File: src/pkg/ext_mode_pkg.sv
package ext_mode_pkg;

  // Load-mode word: bank select on ba, value on address bits (bank address bit 2 is bit 16)
  localparam int WORD_W        = 17;
  localparam int BANK_W        = 2;
  localparam int COL_W         = 3;
  localparam int LAT_W         = 4;

  // Bank codes carried with a load-mode command
  localparam logic [1:0] BANK_MODE = 2'h0;
  localparam logic [1:0] BANK_EXT  = 2'h1;
  localparam logic [1:0] BANK_EXT2 = 2'h2;

  // Extended word fields
  localparam int BIT_DLL_DIS   = 0;
  localparam int BIT_DRIVE_RED = 1;
  localparam int BIT_TERM_LO   = 2;
  localparam int POST_LSB      = 3;
  localparam int BIT_TERM_HI   = 6;
  localparam int CAL_LSB       = 7;
  localparam int BIT_STROBE_SE = 10;
  localparam int BIT_RSTROBE   = 11;
  localparam int BIT_OUT_DIS   = 12;
  // Second extended word field
  localparam int BIT_FAST_REF  = 7;
  // Base word column latency field and dll reset bit
  localparam int COL_LSB       = 4;
  localparam int BIT_DLL_RST   = 8;

  // Reset values (contents undefined at power-up; zero chosen)
  localparam logic [WORD_W-1:0] EXT_RESET  = 17'h00000;
  localparam logic [WORD_W-1:0] EXT2_RESET = 17'h00000;

  // Latency limits
  localparam logic [2:0] POST_MAX = 3'h6;
  localparam logic [2:0] COL_MIN  = 3'h3;
  localparam logic [2:0] COL_MAX  = 3'h7;
  localparam logic [LAT_W-1:0] ONE_CLK = 4'h1;

  // Termination codes {E6,E2}
  typedef enum logic [1:0] {
    TERM_OFF  = 2'b00,
    TERM_75   = 2'b01,
    TERM_150  = 2'b10,
    TERM_50   = 2'b11
  } term_sel_t;

  // Power state of the core as seen by termination gating
  typedef enum logic [2:0] {
    PST_IDLE    = 3'b000,
    PST_ACTIVE  = 3'b001,
    PST_ACT_PD  = 3'b010,
    PST_PRE_PD  = 3'b011,
    PST_SELF    = 3'b100
  } pwr_state_t;

  // Load-mode command as it arrives
  typedef struct packed {
    logic              valid;
    logic [BANK_W-1:0] bank;
    logic [WORD_W-1:0] word;
  } load_cmd_t;

  // Decoded configuration handed to the core
  typedef struct packed {
    logic             dll_on;
    logic             dll_reset;
    logic             drive_reduced;
    term_sel_t        term_sel;
    logic [2:0]       posted_additive_latency;
    logic [2:0]       driver_calibration_field;
    logic             strobe_complement_en;
    logic             redundant_read_strobe_en;
    logic             redundant_read_strobe_complement_en;
    logic             outputs_disabled;
    logic             fast_refresh;
  } ext_cfg_t;

  // Computed latencies
  typedef struct packed {
    logic [LAT_W-1:0] read_latency;
    logic [LAT_W-1:0] write_latency;
  } lat_t;

endpackage : ext_mode_pkg

File: src/hdl/ext_latency_calc.sv
`timescale 1ns/100ps
// Registered read and write latency from the posted and column latencies
module ext_latency_calc (
  // Clock and reset
  input  wire logic                     i_clk,
  input  wire logic                     i_rst,
  // Latency fields
  input  wire logic [2:0]               i_posted_additive_latency,
  input  wire logic [2:0]               i_column_latency,
  // Result
  output ext_mode_pkg::lat_t            o_lat
);
  import ext_mode_pkg::*;

  logic [LAT_W-1:0] rd_lat_next;

  // Read latency is the sum; write latency one clock less
  always_comb begin
    rd_lat_next = LAT_W'(i_posted_additive_latency) + LAT_W'(i_column_latency);
  end

  always_ff @(posedge i_clk) begin
    if (i_rst) begin
      o_lat <= '0;
    end else begin
      o_lat.read_latency  <= rd_lat_next;
      o_lat.write_latency <= rd_lat_next - ONE_CLK;
    end
  end

endmodule : ext_latency_calc

File: src/hdl/ddr2_extended_mode_config.sv
`timescale 1ns/100ps
// Contract
// Capture and hold extended word on load
// Controller loads only with banks idle
// Controller writes reserved bits as zero
// Bit 0 controls loop; enable needs reset
// Self refresh stops loop, exit resets it
// Controller waits 200 clocks before read
// Slow, loop off: precharge after refresh
// Bit 1 selects full or reduced drive
// Bit 10 makes strobe single-ended
// Redundant complement needs bit11 set, bit10 clear
// Redundant strobe mirrors strobe on reads
// Bit 12 disables data and strobe outputs
// Bits 6,2 pick termination value
// Termination input honoured in three states
// Controller keeps termination off until load
// Controller waits eight clocks before termination
// Controller leaves calibration bits at default
// Bits 5..3 give posted latency 0..6
// Commands held for posted latency
// Read latency sum; write one less
// Second word bit 7 selects fast refresh
// Column latency three to seven clocks
module ddr2_extended_mode_config (
  // Clock and reset
  input  wire logic                        i_clk,
  input  wire logic                        i_rst,
  // Load-mode command
  input  ext_mode_pkg::load_cmd_t          i_load_mode_command,
  // Core state and strobes
  input  ext_mode_pkg::pwr_state_t         i_pwr_state,
  input  wire logic                        i_termination_control_input,
  input  wire logic                        i_x8_config,
  input  wire logic                        i_read_active,
  input  wire logic                        i_strobe,
  // Read and write commands to be posted
  input  wire logic                        i_rd_cmd,
  input  wire logic                        i_wr_cmd,
  // Decoded configuration
  output ext_mode_pkg::ext_cfg_t           o_cfg,
  output ext_mode_pkg::lat_t               o_lat,
  output logic [2:0]                       o_column_latency,
  // Live pin controls
  output logic                             o_dll_running,
  output logic                             o_term_on,
  output ext_mode_pkg::term_sel_t          o_term_value,
  output logic                             o_data_oe,
  output logic                             o_strobe_oe,
  output logic                             o_strobe_n_oe,
  output logic                             o_rstrobe_o,
  output logic                             o_rstrobe_oe,
  output logic                             o_rstrobe_n_oe,
  // Posted commands issued internally
  output logic                             o_int_rd,
  output logic                             o_int_wr
);
  import ext_mode_pkg::*;

  logic [WORD_W-1:0] ext_reg;
  logic [WORD_W-1:0] ext2_reg;
  logic [COL_W-1:0]  col_lat_reg;
  logic              self_q_reg;
  logic              dll_reset_reg;
  logic [7:0]        rd_pipe_reg;
  logic [7:0]        wr_pipe_reg;
  logic [2:0]        post_lat;
  logic              ld_ext;
  logic              ld_ext2;
  logic              ld_mode;
  logic              in_self;
  logic              term_allowed;
  logic              strobe_ok;

  // Clamp a three-bit field into a legal range
  function automatic logic [2:0] clamp3(input logic [2:0] v, input logic [2:0] lo, input logic [2:0] hi);
    if (v < lo) begin
      clamp3 = lo;
    end else if (v > hi) begin
      clamp3 = hi;
    end else begin
      clamp3 = v;
    end
  endfunction : clamp3

  // Load decode
  assign ld_mode = i_load_mode_command.valid && (i_load_mode_command.bank == BANK_MODE);
  assign ld_ext  = i_load_mode_command.valid && (i_load_mode_command.bank == BANK_EXT);
  assign ld_ext2 = i_load_mode_command.valid && (i_load_mode_command.bank == BANK_EXT2);
  assign in_self = (i_pwr_state == PST_SELF);
  // Reserved encodings fall back to the nearest legal value instead of undefined behaviour
  assign post_lat = clamp3(ext_reg[POST_LSB +: 3], 3'h0, POST_MAX);

  // Extended word; array contents are elsewhere and never touched here
  always_ff @(posedge i_clk) begin
    if (i_rst) begin
      ext_reg <= EXT_RESET;
    end else if (ld_ext) begin
      ext_reg <= i_load_mode_command.word;
    end
  end

  // Second extended word
  always_ff @(posedge i_clk) begin
    if (i_rst) begin
      ext2_reg <= EXT2_RESET;
    end else if (ld_ext2) begin
      ext2_reg <= i_load_mode_command.word;
    end
  end

  // Column latency taken from the base word load
  always_ff @(posedge i_clk) begin
    if (i_rst) begin
      col_lat_reg <= COL_MIN;
    end else if (ld_mode) begin
      col_lat_reg <= clamp3(i_load_mode_command.word[COL_LSB +: COL_W], COL_MIN, COL_MAX);
    end
  end

  // Loop reset pulse: base-word reset bit, or leaving self refresh
  always_ff @(posedge i_clk) begin
    if (i_rst) begin
      self_q_reg    <= 1'b0;
      dll_reset_reg <= 1'b0;
    end else begin
      self_q_reg    <= in_self;
      dll_reset_reg <= (ld_mode && i_load_mode_command.word[BIT_DLL_RST])
                       || (self_q_reg && !in_self);
    end
  end

  // Loop runs when enabled and not in self refresh
  always_ff @(posedge i_clk) begin
    if (i_rst) begin
      o_dll_running <= 1'b0;
    end else begin
      o_dll_running <= !ext_reg[BIT_DLL_DIS] && !in_self; // see R04
    end
  end

  // Decoded configuration outputs
  always_ff @(posedge i_clk) begin
    if (i_rst) begin
      o_cfg <= '0;
    end else begin
      o_cfg.dll_on                   <= !ext_reg[BIT_DLL_DIS];
      o_cfg.dll_reset                <= dll_reset_reg;
      o_cfg.drive_reduced            <= ext_reg[BIT_DRIVE_RED];
      o_cfg.term_sel                 <= term_sel_t'({ext_reg[BIT_TERM_HI], ext_reg[BIT_TERM_LO]});
      o_cfg.posted_additive_latency  <= post_lat;
      o_cfg.driver_calibration_field <= ext_reg[CAL_LSB +: 3];
      o_cfg.strobe_complement_en     <= !ext_reg[BIT_STROBE_SE];
      o_cfg.redundant_read_strobe_en <= ext_reg[BIT_RSTROBE] && i_x8_config;
      o_cfg.redundant_read_strobe_complement_en <=
        ext_reg[BIT_RSTROBE] && !ext_reg[BIT_STROBE_SE] && i_x8_config;
      o_cfg.outputs_disabled         <= ext_reg[BIT_OUT_DIS];
      o_cfg.fast_refresh             <= ext2_reg[BIT_FAST_REF];
    end
  end

  assign o_column_latency = col_lat_reg;

  // Termination: pin only counts in active and power-down states
  assign term_allowed = (i_pwr_state == PST_ACTIVE) || (i_pwr_state == PST_ACT_PD)
                        || (i_pwr_state == PST_PRE_PD);

  always_ff @(posedge i_clk) begin
    if (i_rst) begin
      o_term_on    <= 1'b0;
      o_term_value <= TERM_OFF;
    end else begin
      o_term_value <= term_sel_t'({ext_reg[BIT_TERM_HI], ext_reg[BIT_TERM_LO]});
      o_term_on    <= ({ext_reg[BIT_TERM_HI], ext_reg[BIT_TERM_LO]} != TERM_OFF)
                      && term_allowed && i_termination_control_input;
    end
  end

  // Output drivers; output-disable overrides every output enable
  assign strobe_ok = !ext_reg[BIT_OUT_DIS] && i_read_active;
  always_ff @(posedge i_clk) begin
    if (i_rst) begin
      o_data_oe      <= 1'b0;
      o_strobe_oe    <= 1'b0;
      o_strobe_n_oe  <= 1'b0;
      o_rstrobe_o    <= 1'b0;
      o_rstrobe_oe   <= 1'b0;
      o_rstrobe_n_oe <= 1'b0;
    end else begin
      o_data_oe      <= strobe_ok;
      o_strobe_oe    <= strobe_ok;
      // Complement ball floats when single-ended
      o_strobe_n_oe  <= strobe_ok && !ext_reg[BIT_STROBE_SE];
      // Redundant strobe follows strobe every cycle; its enable is on during reads only, off for writes
      o_rstrobe_o    <= i_strobe;
      o_rstrobe_oe   <= strobe_ok && i_x8_config && ext_reg[BIT_RSTROBE];
      o_rstrobe_n_oe <= strobe_ok && i_x8_config && ext_reg[BIT_RSTROBE]
                        && !ext_reg[BIT_STROBE_SE];
    end
  end

  // Posting pipelines: command issued internally post_lat+1 clocks after it arrives
  always_ff @(posedge i_clk) begin
    if (i_rst) begin
      rd_pipe_reg <= 8'h00;
      wr_pipe_reg <= 8'h00;
      o_int_rd    <= 1'b0;
      o_int_wr    <= 1'b0;
    end else begin
      rd_pipe_reg <= {rd_pipe_reg[6:0], i_rd_cmd};
      wr_pipe_reg <= {wr_pipe_reg[6:0], i_wr_cmd};
      o_int_rd    <= (post_lat == 3'h0) ? i_rd_cmd : rd_pipe_reg[post_lat - 3'h1];
      o_int_wr    <= (post_lat == 3'h0) ? i_wr_cmd : wr_pipe_reg[post_lat - 3'h1];
    end
  end

  // Latency arithmetic
  ext_latency_calc u_lat (
    .i_clk                     (i_clk),
    .i_rst                     (i_rst),
    .i_posted_additive_latency (post_lat),
    .i_column_latency          (col_lat_reg),
    .o_lat                     (o_lat)
  );

endmodule : ddr2_extended_mode_config

File: config.mk
export PLATFORM = sky130hd
export DESIGN_NAME = ddr2_extended_mode_config
export DESIGN_NICKNAME = d
export VERILOG_FILES = /design/src/pkg/ext_mode_pkg.sv /design/src/hdl/ext_latency_calc.sv /design/src/hdl/ddr2_extended_mode_config.sv
export SDC_FILE = /design/constraint.sdc
export NUM_CORES = 1
export LEC_CHECK = 0
export BUFFER_PORTS_ARGS = -buffer_cell sky130_fd_sc_hd__buf_2
export CAP_MARGIN = 0
export CORE_MARGIN = 1
export CORE_UTILIZATION = 25
export DETAILED_ROUTE_END_ITERATION = 7
export PLACE_DENSITY = 0.48
export RECOVER_POWER = 100
export SKIP_LAST_GASP = 1
export SYNTH_ARGS = -nofsm -noshare
export SYNTH_HDL_FRONTEND = slang
export SYNTH_HIERARCHICAL = 1
export SYNTH_SLANG_ARGS = --single-unit
File: constraint.sdc
create_clock -name i_clk -period 2.7 [get_ports i_clk]
set_input_delay 0.27 -clock i_clk [delete_from_list [all_inputs] [get_ports i_clk]]
set_output_delay 0.27 -clock i_clk [all_outputs]
set_load 0.005 [all_outputs]
## After elaboration in Yosys (flattened, before gate mapping)

Cells that the tools add are included.

| storage, ports and cells | value |
|---|---|
| flip-flop bits (word level) | 75 |
| bits of input ports | 31 |
| output and inout bits | 39 |
| word-level logic and storage cells | 79 |

| cells by class | value |
|---|---|
| muxes and demuxes | 10 |
| equality and inequality tests | 6 |
| reductions and logical operators | 26 |
| order comparisons | 5 |
| add/subtract/negate cells | 3 |

Operator list:

| kind | count |
|---|---|
| $logic_and 1x1->1 | 16 |
| $mux 3 | 4 |
| $bmux 1 s3 | 2 |
| $eq 3x2->1 const B | 2 |
| $gt 3x3->1 const B | 2 |
| $add 3x3->4 | 1 |
| $logic_not 1->1 | 4 |
| $lt 3x4->1 const B | 1 |
| $mux 1 | 4 |
| $sub 4x1->4 const B | 1 |
| $eq 3x1->1 const B | 1 |
| $eq 3x3->1 const B | 1 |
| $logic_not 3->1 | 1 |
| $logic_or 1x1->1 | 3 |
| $lt 3x1->1 const B | 1 |
| $lt 3x2->1 const B | 1 |
| $sub 3x1->3 const B | 1 |
| $eq 2x1->1 const B | 1 |
| $eq 2x2->1 const B | 1 |
| $logic_not 2->1 | 1 |
| $reduce_bool 2->1 | 1 |

## Longest topological paths before layout

Gate-level depths: netlist of the first run.

| logic depth | value |
|---|---|
| word-level depth | 7 |
| depth in mapped cells | 8 |
| gate-level depth less buffers | 7 |

## Modules after synthesis

Netlist of the first run, hierarchy kept.

By module, submodules not included:

| module | sequential area each (µm²) | instances | cells an instance | area an instance (µm²) |
|---|---|---|---|---|
| ddr2_extended_mode_config | 1121.1 | 1 | 179 | 1834.3 |
| ext_latency_calc | 160.2 | 1 | 33 | 344.1 |

## Worst setup path after synthesis of the first run

OpenSTA, ideal clock, no wires.

| timing path | value |
|---|---|
| kind | register to register |
| start | register ext_reg[3] |
| end | register, netlist name u_lat/o_lat[2] |
| path buffers | 1 |
| path slack | 0.850 ns |
| stages on the path, launching flop included | 9 |
| arrival | 1.726 ns |
| required time | 2.576 ns |
| cell sequence | dfxtp_1 -> buf_2 -> a21boi_0 -> ha_1 -> fa_1 -> inv_1 -> ha_1 -> xnor2_1 -> nor2_1 |

| between the ends | value |
|---|---|
| word-level cells in the longest chain between the ends | 5 |
| elaborated cells on any way between the ends | 6 |
| classes of those cells | add/sub (2); order compare (2); mux (2) |

RTL lines:

| what | line | source |
|---|---|---|
| start: declaration | ddr2_extended_mode_config.sv:60 | `logic [WORD_W-1:0] ext_reg;` |
| start signal: assignment | ddr2_extended_mode_config.sv:99 | `ext_reg <= i_load_mode_command.word;` |
| $gt 3x3->1 | ddr2_extended_mode_config.sv:79 | `end else if (v > hi) begin` |
| $mux 3 | ddr2_extended_mode_config.sv:79 |  |
| $mux 3 * | ddr2_extended_mode_config.sv:77 | `if (v < lo) begin` |
| named net post_lat[0] | ddr2_extended_mode_config.sv:67 | `logic [2:0] post_lat;` |
| $add 3x3->4 * | ext_latency_calc.sv:19 | `rd_lat_next = LAT_W'(i_posted_additive_latency) + LAT_W'(i_column_latency);` |
| named net u_lat.rd_lat_next[1] | ext_latency_calc.sv:15 | `logic [LAT_W-1:0] rd_lat_next;` |
| $sub 4x1->4 * | ext_latency_calc.sv:27 | `o_lat.write_latency <= rd_lat_next - ONE_CLK;` |

The timed path passes the listed nets; every way through them passes the cells marked *.
A chain may end at the register's enable or synchronous reset.

## Worst setup path in the final report of the first run

| timing path | value |
|---|---|
| start | register ext_reg[3] |
| end | register, netlist name u_lat/o_lat[3] |

| between the ends | value |
|---|---|
| word-level cells in the longest chain between the ends | 5 |
| elaborated cells on any way between the ends | 6 |
| classes of those cells | add/sub (2); order compare (2); mux (2) |

RTL lines:

| what | line |
|---|---|
| $gt 3x3->1 | ddr2_extended_mode_config.sv:79 |
| $mux 3 | ddr2_extended_mode_config.sv:79 |
| $mux 3 * | ddr2_extended_mode_config.sv:77 |
| named net post_lat[0] | ddr2_extended_mode_config.sv:67 |
| $add 3x3->4 * | ext_latency_calc.sv:19 |
| named net u_lat.rd_lat_next[1] | ext_latency_calc.sv:15 |
| $sub 4x1->4 * | ext_latency_calc.sv:27 |

Marks and branches as above.

==> results.py, run 1 <==
metrics = {
    "cts": {
        "cts.path.max_buffers": 2,
        "cts_resized": 0,
        "cts_buffers": 9,
        "clk_latency_ns": 0.34,
        "post_cts_buffers": 0,
        "ctsHoldBuffers": 0,
        "h-tree-depth": 3,
        "cts.sinks": 64,
        "root_buffer": "clkbuf_8",
        "clk_pin_slew_ns": 0.07,
        "cts_tree": "done",
    },
    "layout": {
        "largest_reg_flops": 14,
        "drive_gt1_share_pct": 22.9,
        "synthToLayoutAreaGrowth_pct": 26.8,
        "final_nets": 310,
        "regArea_sq_um": 1280,
        "fillerInstances": 904,
        "post-route-util_pct": 33.1,
        "stdcell_count": 384,
        "finish.instance_area_sq_um": 2760,
        "multiInputGateArea_sq_um": 797,
        "antenna_cells": 0,
    },
    "place": {
        "dp.cells": 368,
        "place_area_sq_um": 2570,
        "gp_congestion": 0.764,
        "portBuffers": 65,
        "dp_hpwl_um": 2990,
    },
    "run": {
        "maxCapViolations": 1,
    },
    "floorplan": {
        "die_w_um": 95.3,
        "start_util_pct": 26.1,
        "core_area_sq_um": 8340,
        "die_area_sq_um": 9090,
        "fp-row-count": 33,
        "pin_count": 70,
        "die_height_um": 95.3,
    },
    "synthesis": {
        "async_reset_ff_share_pct": 0,
        "seq_area_frac_synth_pct": 58.8,
        "ys_warn_count": 6,
        "synthCells": 212,
        "syn_area_sq_um": 2180,
        "ys_types": 38,
        "ys_ff_latch": 64,
        "synth-edff-count": 0,
        "avgSynthCellArea_sq_um": 10.3,
        "synth_ff_type": "dfxtp_1",
        "syn-num-nets": 248,
    },
    "global_routing": {
        "grt_usage_pct": 10.9,
        "grt_pass1_wl_um": 7270,
        "grt_pass1_vias": 1582,
        "overflow": 0,
        "grt_max_degree": 39,
        "antenna_found_initial": 0,
    },
    "detailed_routing": {
        "vias_per_cell": 4.16,
        "drtIter0Drc": 26,
        "via_count": 1599,
        "wl_um": 4450,
        "drc_errors": 0,
        "drt_pre_antenna_iters": 4,
        "antenna_left": 0,
        "wl_per_cell_um": 11.6,
    },
    "pwr": {
        "peakVddDrop_v": 0.000273,
        "p_clk_share_pct": 44.1,
        "comb_power_share_pct": 6.3,
        "switching_share_pct": 21.7,
        "leakage_nw": 1.17,
        "seqPwrFrac_pct": 49.6,
        "internal_power_mw": 1.56,
        "p_per_area_nw_per_um2": 723,
        "switching_power_uw": 433,
    },
    "timing": {
        "drv_slew": 38,
        "rsz0062_at_grt": "no",
        "period_minus_slack_ns": 2.17,
        "min_period_over_period_pct": 80.5,
        "worstMarginPinSlew_ns": 1.71,
        "hold_viol": 0,
        "relSlewSlack_pct": -13.7,
        "tns_ns": 0,
        "skew_ns": 0.00628,
        "finalSetupViolations": 0,
        "fmax_ghz": 0.460,
    },
    "critical_path": {
        "cp.arrival_ns": 2.32,
        "worstPathMaxFanout": 6,
        "cp_cell_sequence": "a21boi_0 > ha_1 > fa_1 > a2111oi_0 > nor3_1",
        "cpPeakStageDelay_ns": 0.48,
        "r2r_start": "ext_reg[3]$_SDFFE_PP0P_",
        "start_kind": "register",
        "cp-end-kind": "register",
        "worstPathRequired_ns": 2.85,
        "path_class": "register to register",
        "crit_start": "ext_reg[3]$_SDFFE_PP0P_",
        "crit_family": "compound AO/OA/AOI/OAI gates",
        "cpMaxStageDelayCell": "dfxtp_1",
        "crit_buf_inv": 0,
    },
    "worst_hold_path": {
        "hp-start": "i_pwr_state[2]",
        "worstHoldPathType": "input port to register",
    },
    "outcome": {
        "violations": "max-capacitance violations, max-slew violations",
        "status": "finished, violations left",
    },
}
final cells by class:
type / count / share of cell area [%]
clock inverters: 2 / 1.27
multi-input cells: 129 / 28.9
clock buffers: 14 / 6.62
inverters: 3 / 0.408
flip-flops and latches: 64 / 46.4
well taps: 105 / 4.76
repair buffers: 67 / 11.7
per-layer routing:
metal,GRT usage [%],up-vias,routed length (um)
met5,0,-,0
met4,6.06,0,104
met3,4.94,9,369
met2,16.4,56,1960
met1,12.7,723,2020
li1,-,811,-
cells by family after synthesis:
logic type	synth area share, %
compound gates	7.75
xor+xnor	1.21
fa+ha+maj	3.22
buf+inv	4.54
flops	58.8
mux	3.91
simple gates	20.6
stage by stage:
step | setup slack [ns] | hold WS [ns] | power [mW]
2_1_floorplan | 0.850 | 0.347 | 1.08
3_3_place_gp | 0.640 | 0.422 | 1.14
3_5_place_dp | 0.599 | 0.428 | 1.14
4_1_cts | 0.599 | 0.0784 | 2.04
5_1_grt | 0.302 | 0.0882 | 2.09
6_report | 0.528 | 0.106 | 2.00
worst paths after layout:
kind / endpoint / slack (ns) / depth (start not counted)
min reg2reg: o_cfg[14]$_SDFF_PP0_ / 0.44 / 1
max: u_lat/o_lat[3]$_SDFF_PP0_ / 0.53 / 5
max reg2reg: u_lat/o_lat[3]$_SDFF_PP0_ / 0.53 / 5
min: o_term_on$_SDFF_PP0_ / 0.11 / 2
power groups by stage:
stage | Clock, mW | Combinational, mW | Sequential [mW]
4_1_cts | 0.920 | 0.132 | 0.989
3_5_place_dp | 0 | 0.132 | 1.01
6_report | 0.881 | 0.126 | 0.990
3_3_place_gp | 0 | 0.131 | 1.01
5_1_grt | 0.956 | 0.143 | 0.993
2_1_floorplan | 0 | 0.0733 | 1.01
cell usage in the layout (no fill, tap or decap), types with 2 or more instances in the layout:
cell / n
dfxtp_1: 64
buf_2: 41
nand2_1: 29
nor2b_1: 25
clkbuf_1: 25
nor2_1: 19
a21oi_1: 14
clkbuf_8: 13
mux2i_1: 4
ha_1: 4
and3b_1: 3
inv_1: 3
nand3b_1: 2
o21bai_1: 2
nor3_1: 2
o21ai_0: 2
mux4_2: 2
a22o_1: 2
xnor2_1: 2
Yosys cell counts, types with 2 or more instances:
cell type  instances  area, sq um
a21oi_1           14         70.1
a22o_1             2         17.5
and3b_1            3         26.3
buf_2              3         15.0
buf_4              3         22.5
clkbuf_1           8         30.0
dfxtp_1           64         1280
ha_1               4         50.1
inv_1              3         11.3
mux2i_1            4         40.0
mux4_2             2         45.0
nand2_1           29          109
nand3b_1           2         15.0
nor2_1            19         71.3
nor2b_1           25          156
nor3_1             2         10.0
o21ai_0            2         10.0
o21bai_1           2         15.0
xnor2_1            2         17.5
(Power assumes the default switching activity.)
==> run 2: changes to the inputs <==
==> constraint.sdc (replaced) <==
create_clock -name i_clk -period 2.2 [get_ports i_clk]
set_input_delay 0.22 -clock i_clk [delete_from_list [all_inputs] [get_ports i_clk]]
set_output_delay 0.22 -clock i_clk [all_outputs]
set_load 0.005 [all_outputs]
==> results.py, run 2 (synthesis results as in run 1) <==
metrics = {
    "outcome": {
        "status": "finished, final reports clean",
    },
    "pwr": {
        "p_per_area_nw_per_um2": 894,
        "comb_power_share_pct": 6.3,
        "switching_share_pct": 21.5,
        "leakage_nw": 1.18,
        "p_clk_share_pct": 44.6,
        "seqPwrFrac_pct": 49.1,
        "internal_power_mw": 1.94,
        "peakVddDrop_v": 0.000362,
        "switching_power_uw": 530,
    },
    "cts": {
        "clk_pin_slew_ns": 0.07,
        "root_buffer": "clkbuf_8",
        "clk_latency_ns": 0.33,
        "cts_buffers": 9,
        "ctsHoldBuffers": 0,
        "cts_tree": "done",
        "post_cts_buffers": 0,
        "h-tree-depth": 3,
        "cts_resized": 0,
        "cts.path.max_buffers": 2,
        "cts.sinks": 64,
    },
    "critical_path": {
        "reg2reg_slack_ns": 0.28,
        "start_kind": "register",
        "cpPeakStageDelay_ns": 0.47,
        "cp-end-kind": "register",
        "path_class": "register to register",
        "worstPathRequired_ns": 2.39,
        "r2r_cells": 5,
        "cpMaxStageDelayCell": "fa_1",
        "worstPathMaxFanout": 3,
        "cp_cell_sequence": "a21boi_0 > ha_1 > fa_1 > a2111oi_1 > nor3_1",
        "cp.arrival_ns": 2.10,
    },
    "timing": {
        "drv_slew": 0,
        "relSlewSlack_pct": 41.4,
        "worstMarginPinSlew_ns": 0.878,
        "period_minus_slack_ns": 1.92,
        "fmax_ghz": 0.522,
        "hold_viol": 0,
        "skew_ns": 0.00902,
        "rsz0062_at_grt": "no",
        "tns_ns": 0,
        "min_period_over_period_pct": 87.1,
        "finalSetupViolations": 0,
    },
    "layout": {
        "final_cell_mix": "64 x dfxtp_1, 46 x buf_2, 29 x nand2_1, 25 x nor2b_1, 24 x clkbuf_1",
        "antenna_cells": 0,
        "finish.instance_area_sq_um": 2760,
        "largest_reg_flops": 14,
        "synthToLayoutAreaGrowth_pct": 26.7,
        "drive_gt1_share_pct": 23.4,
        "final_nets": 313,
        "mostFrequentLayoutCell": "dfxtp_1",
        "fillerInstances": 895,
    },
    "floorplan": {
        "die_w_um": 95.3,
        "start_util_pct": 26.1,
        "core_area_sq_um": 8340,
        "fp-row-count": 33,
        "die_height_um": 95.3,
        "pin_count": 70,
        "die_area_sq_um": 9090,
    },
    "place": {
        "dp_hpwl_um": 3040,
        "gp_congestion": 0.748,
        "portBuffers": 65,
        "place_area_sq_um": 2580,
    },
    "global_routing": {
        "grt_pass1_vias": 1562,
        "grt_usage_pct": 10.6,
        "antenna_found_initial": 0,
        "overflow": 0,
        "grt_pass1_wl_um": 7040,
        "grt_max_degree": 37,
    },
    "worst_hold_path": {
        "worstHoldPathType": "input port to register",
        "worstHoldPathCells": 2,
    },
    "detailed_routing": {
        "drc_errors": 0,
        "drt_pre_antenna_iters": 2,
        "vias_per_cell": 4.12,
        "via_count": 1595,
        "antenna_left": 0,
        "wl_um": 4400,
        "drtIter0Drc": 22,
        "wl_per_cell_um": 11.4,
    },
    "run": {
        "maxCapViolations": 0,
    },
}
==> run 2: area by class of cell <==
class	count	area, sq um	area share, %
repair buffers	70	324	11.7
well taps	105	131	4.76
clock inverters	5	80.1	2.90
clock buffers	11	141	5.12
multi-input cells	129	790	28.6
inverters	3	11.3	0.408
flip-flops and latches	64	1280	46.4
==> run 2: stage by stage <==
stage	worst slack, ns	total power [mW]	hold WS, ns	cells	util, %
2_1_floorplan	0.350	1.33	0.297	212	-
3_3_place_gp	0.327	1.40	0.398	371	31.0
5_1_grt	0.103	2.59	0.0376	387	33.1
3_5_place_dp	0.296	1.40	0.399	371	31.0
4_1_cts	0.285	2.53	0.0323	387	33.6
6_report	0.285	2.47	0.0592	387	33.1
==> run 2: path summary, 6_finish.rpt <==
path | startpoint | endpoint
max | ext_reg[3]$_SDFFE_PP0P_ | u_lat/o_lat[3]$_SDFF_PP0_
min | i_pwr_state[2] | o_term_on$_SDFF_PP0_
max reg2reg | ext_reg[3]$_SDFFE_PP0P_ | u_lat/o_lat[3]$_SDFF_PP0_
min reg2reg | ext_reg[0]$_SDFFE_PP0P_ | o_cfg[15]$_SDFF_PP0_
==> run 2: critical path: cells and delay by family (launching register included) <==
kind	cells	cell delay, ns
flops	1	0.33
compound gates	2	0.62
simple gates	1	0.09
fa+ha+maj	2	0.73
==> run 2: layer usage <==
metal  share of wire, %  track usage (%)  routed length, um  up-vias
li1                   -                -                  -      817
met1                 47             12.0               2040      723
met2                 44             16.6               1930       49
met3                8.1             6.14                358        6
met4                1.4             3.41                 61        0
met5                  0                0                  0        -
==> run 2: power by group through the flow <==
| stage | sequential, mW | clock, mW | combinational [mW] |
|---|---|---|---|
| global route | 1.22 | 1.20 | 0.176 |
| detailed placement | 1.24 | 0 | 0.163 |
| global placement | 1.24 | 0 | 0.163 |
| finish | 1.21 | 1.10 | 0.154 |
| floorplan | 1.24 | 0 | 0.0900 |
| CTS | 1.21 | 1.15 | 0.164 |
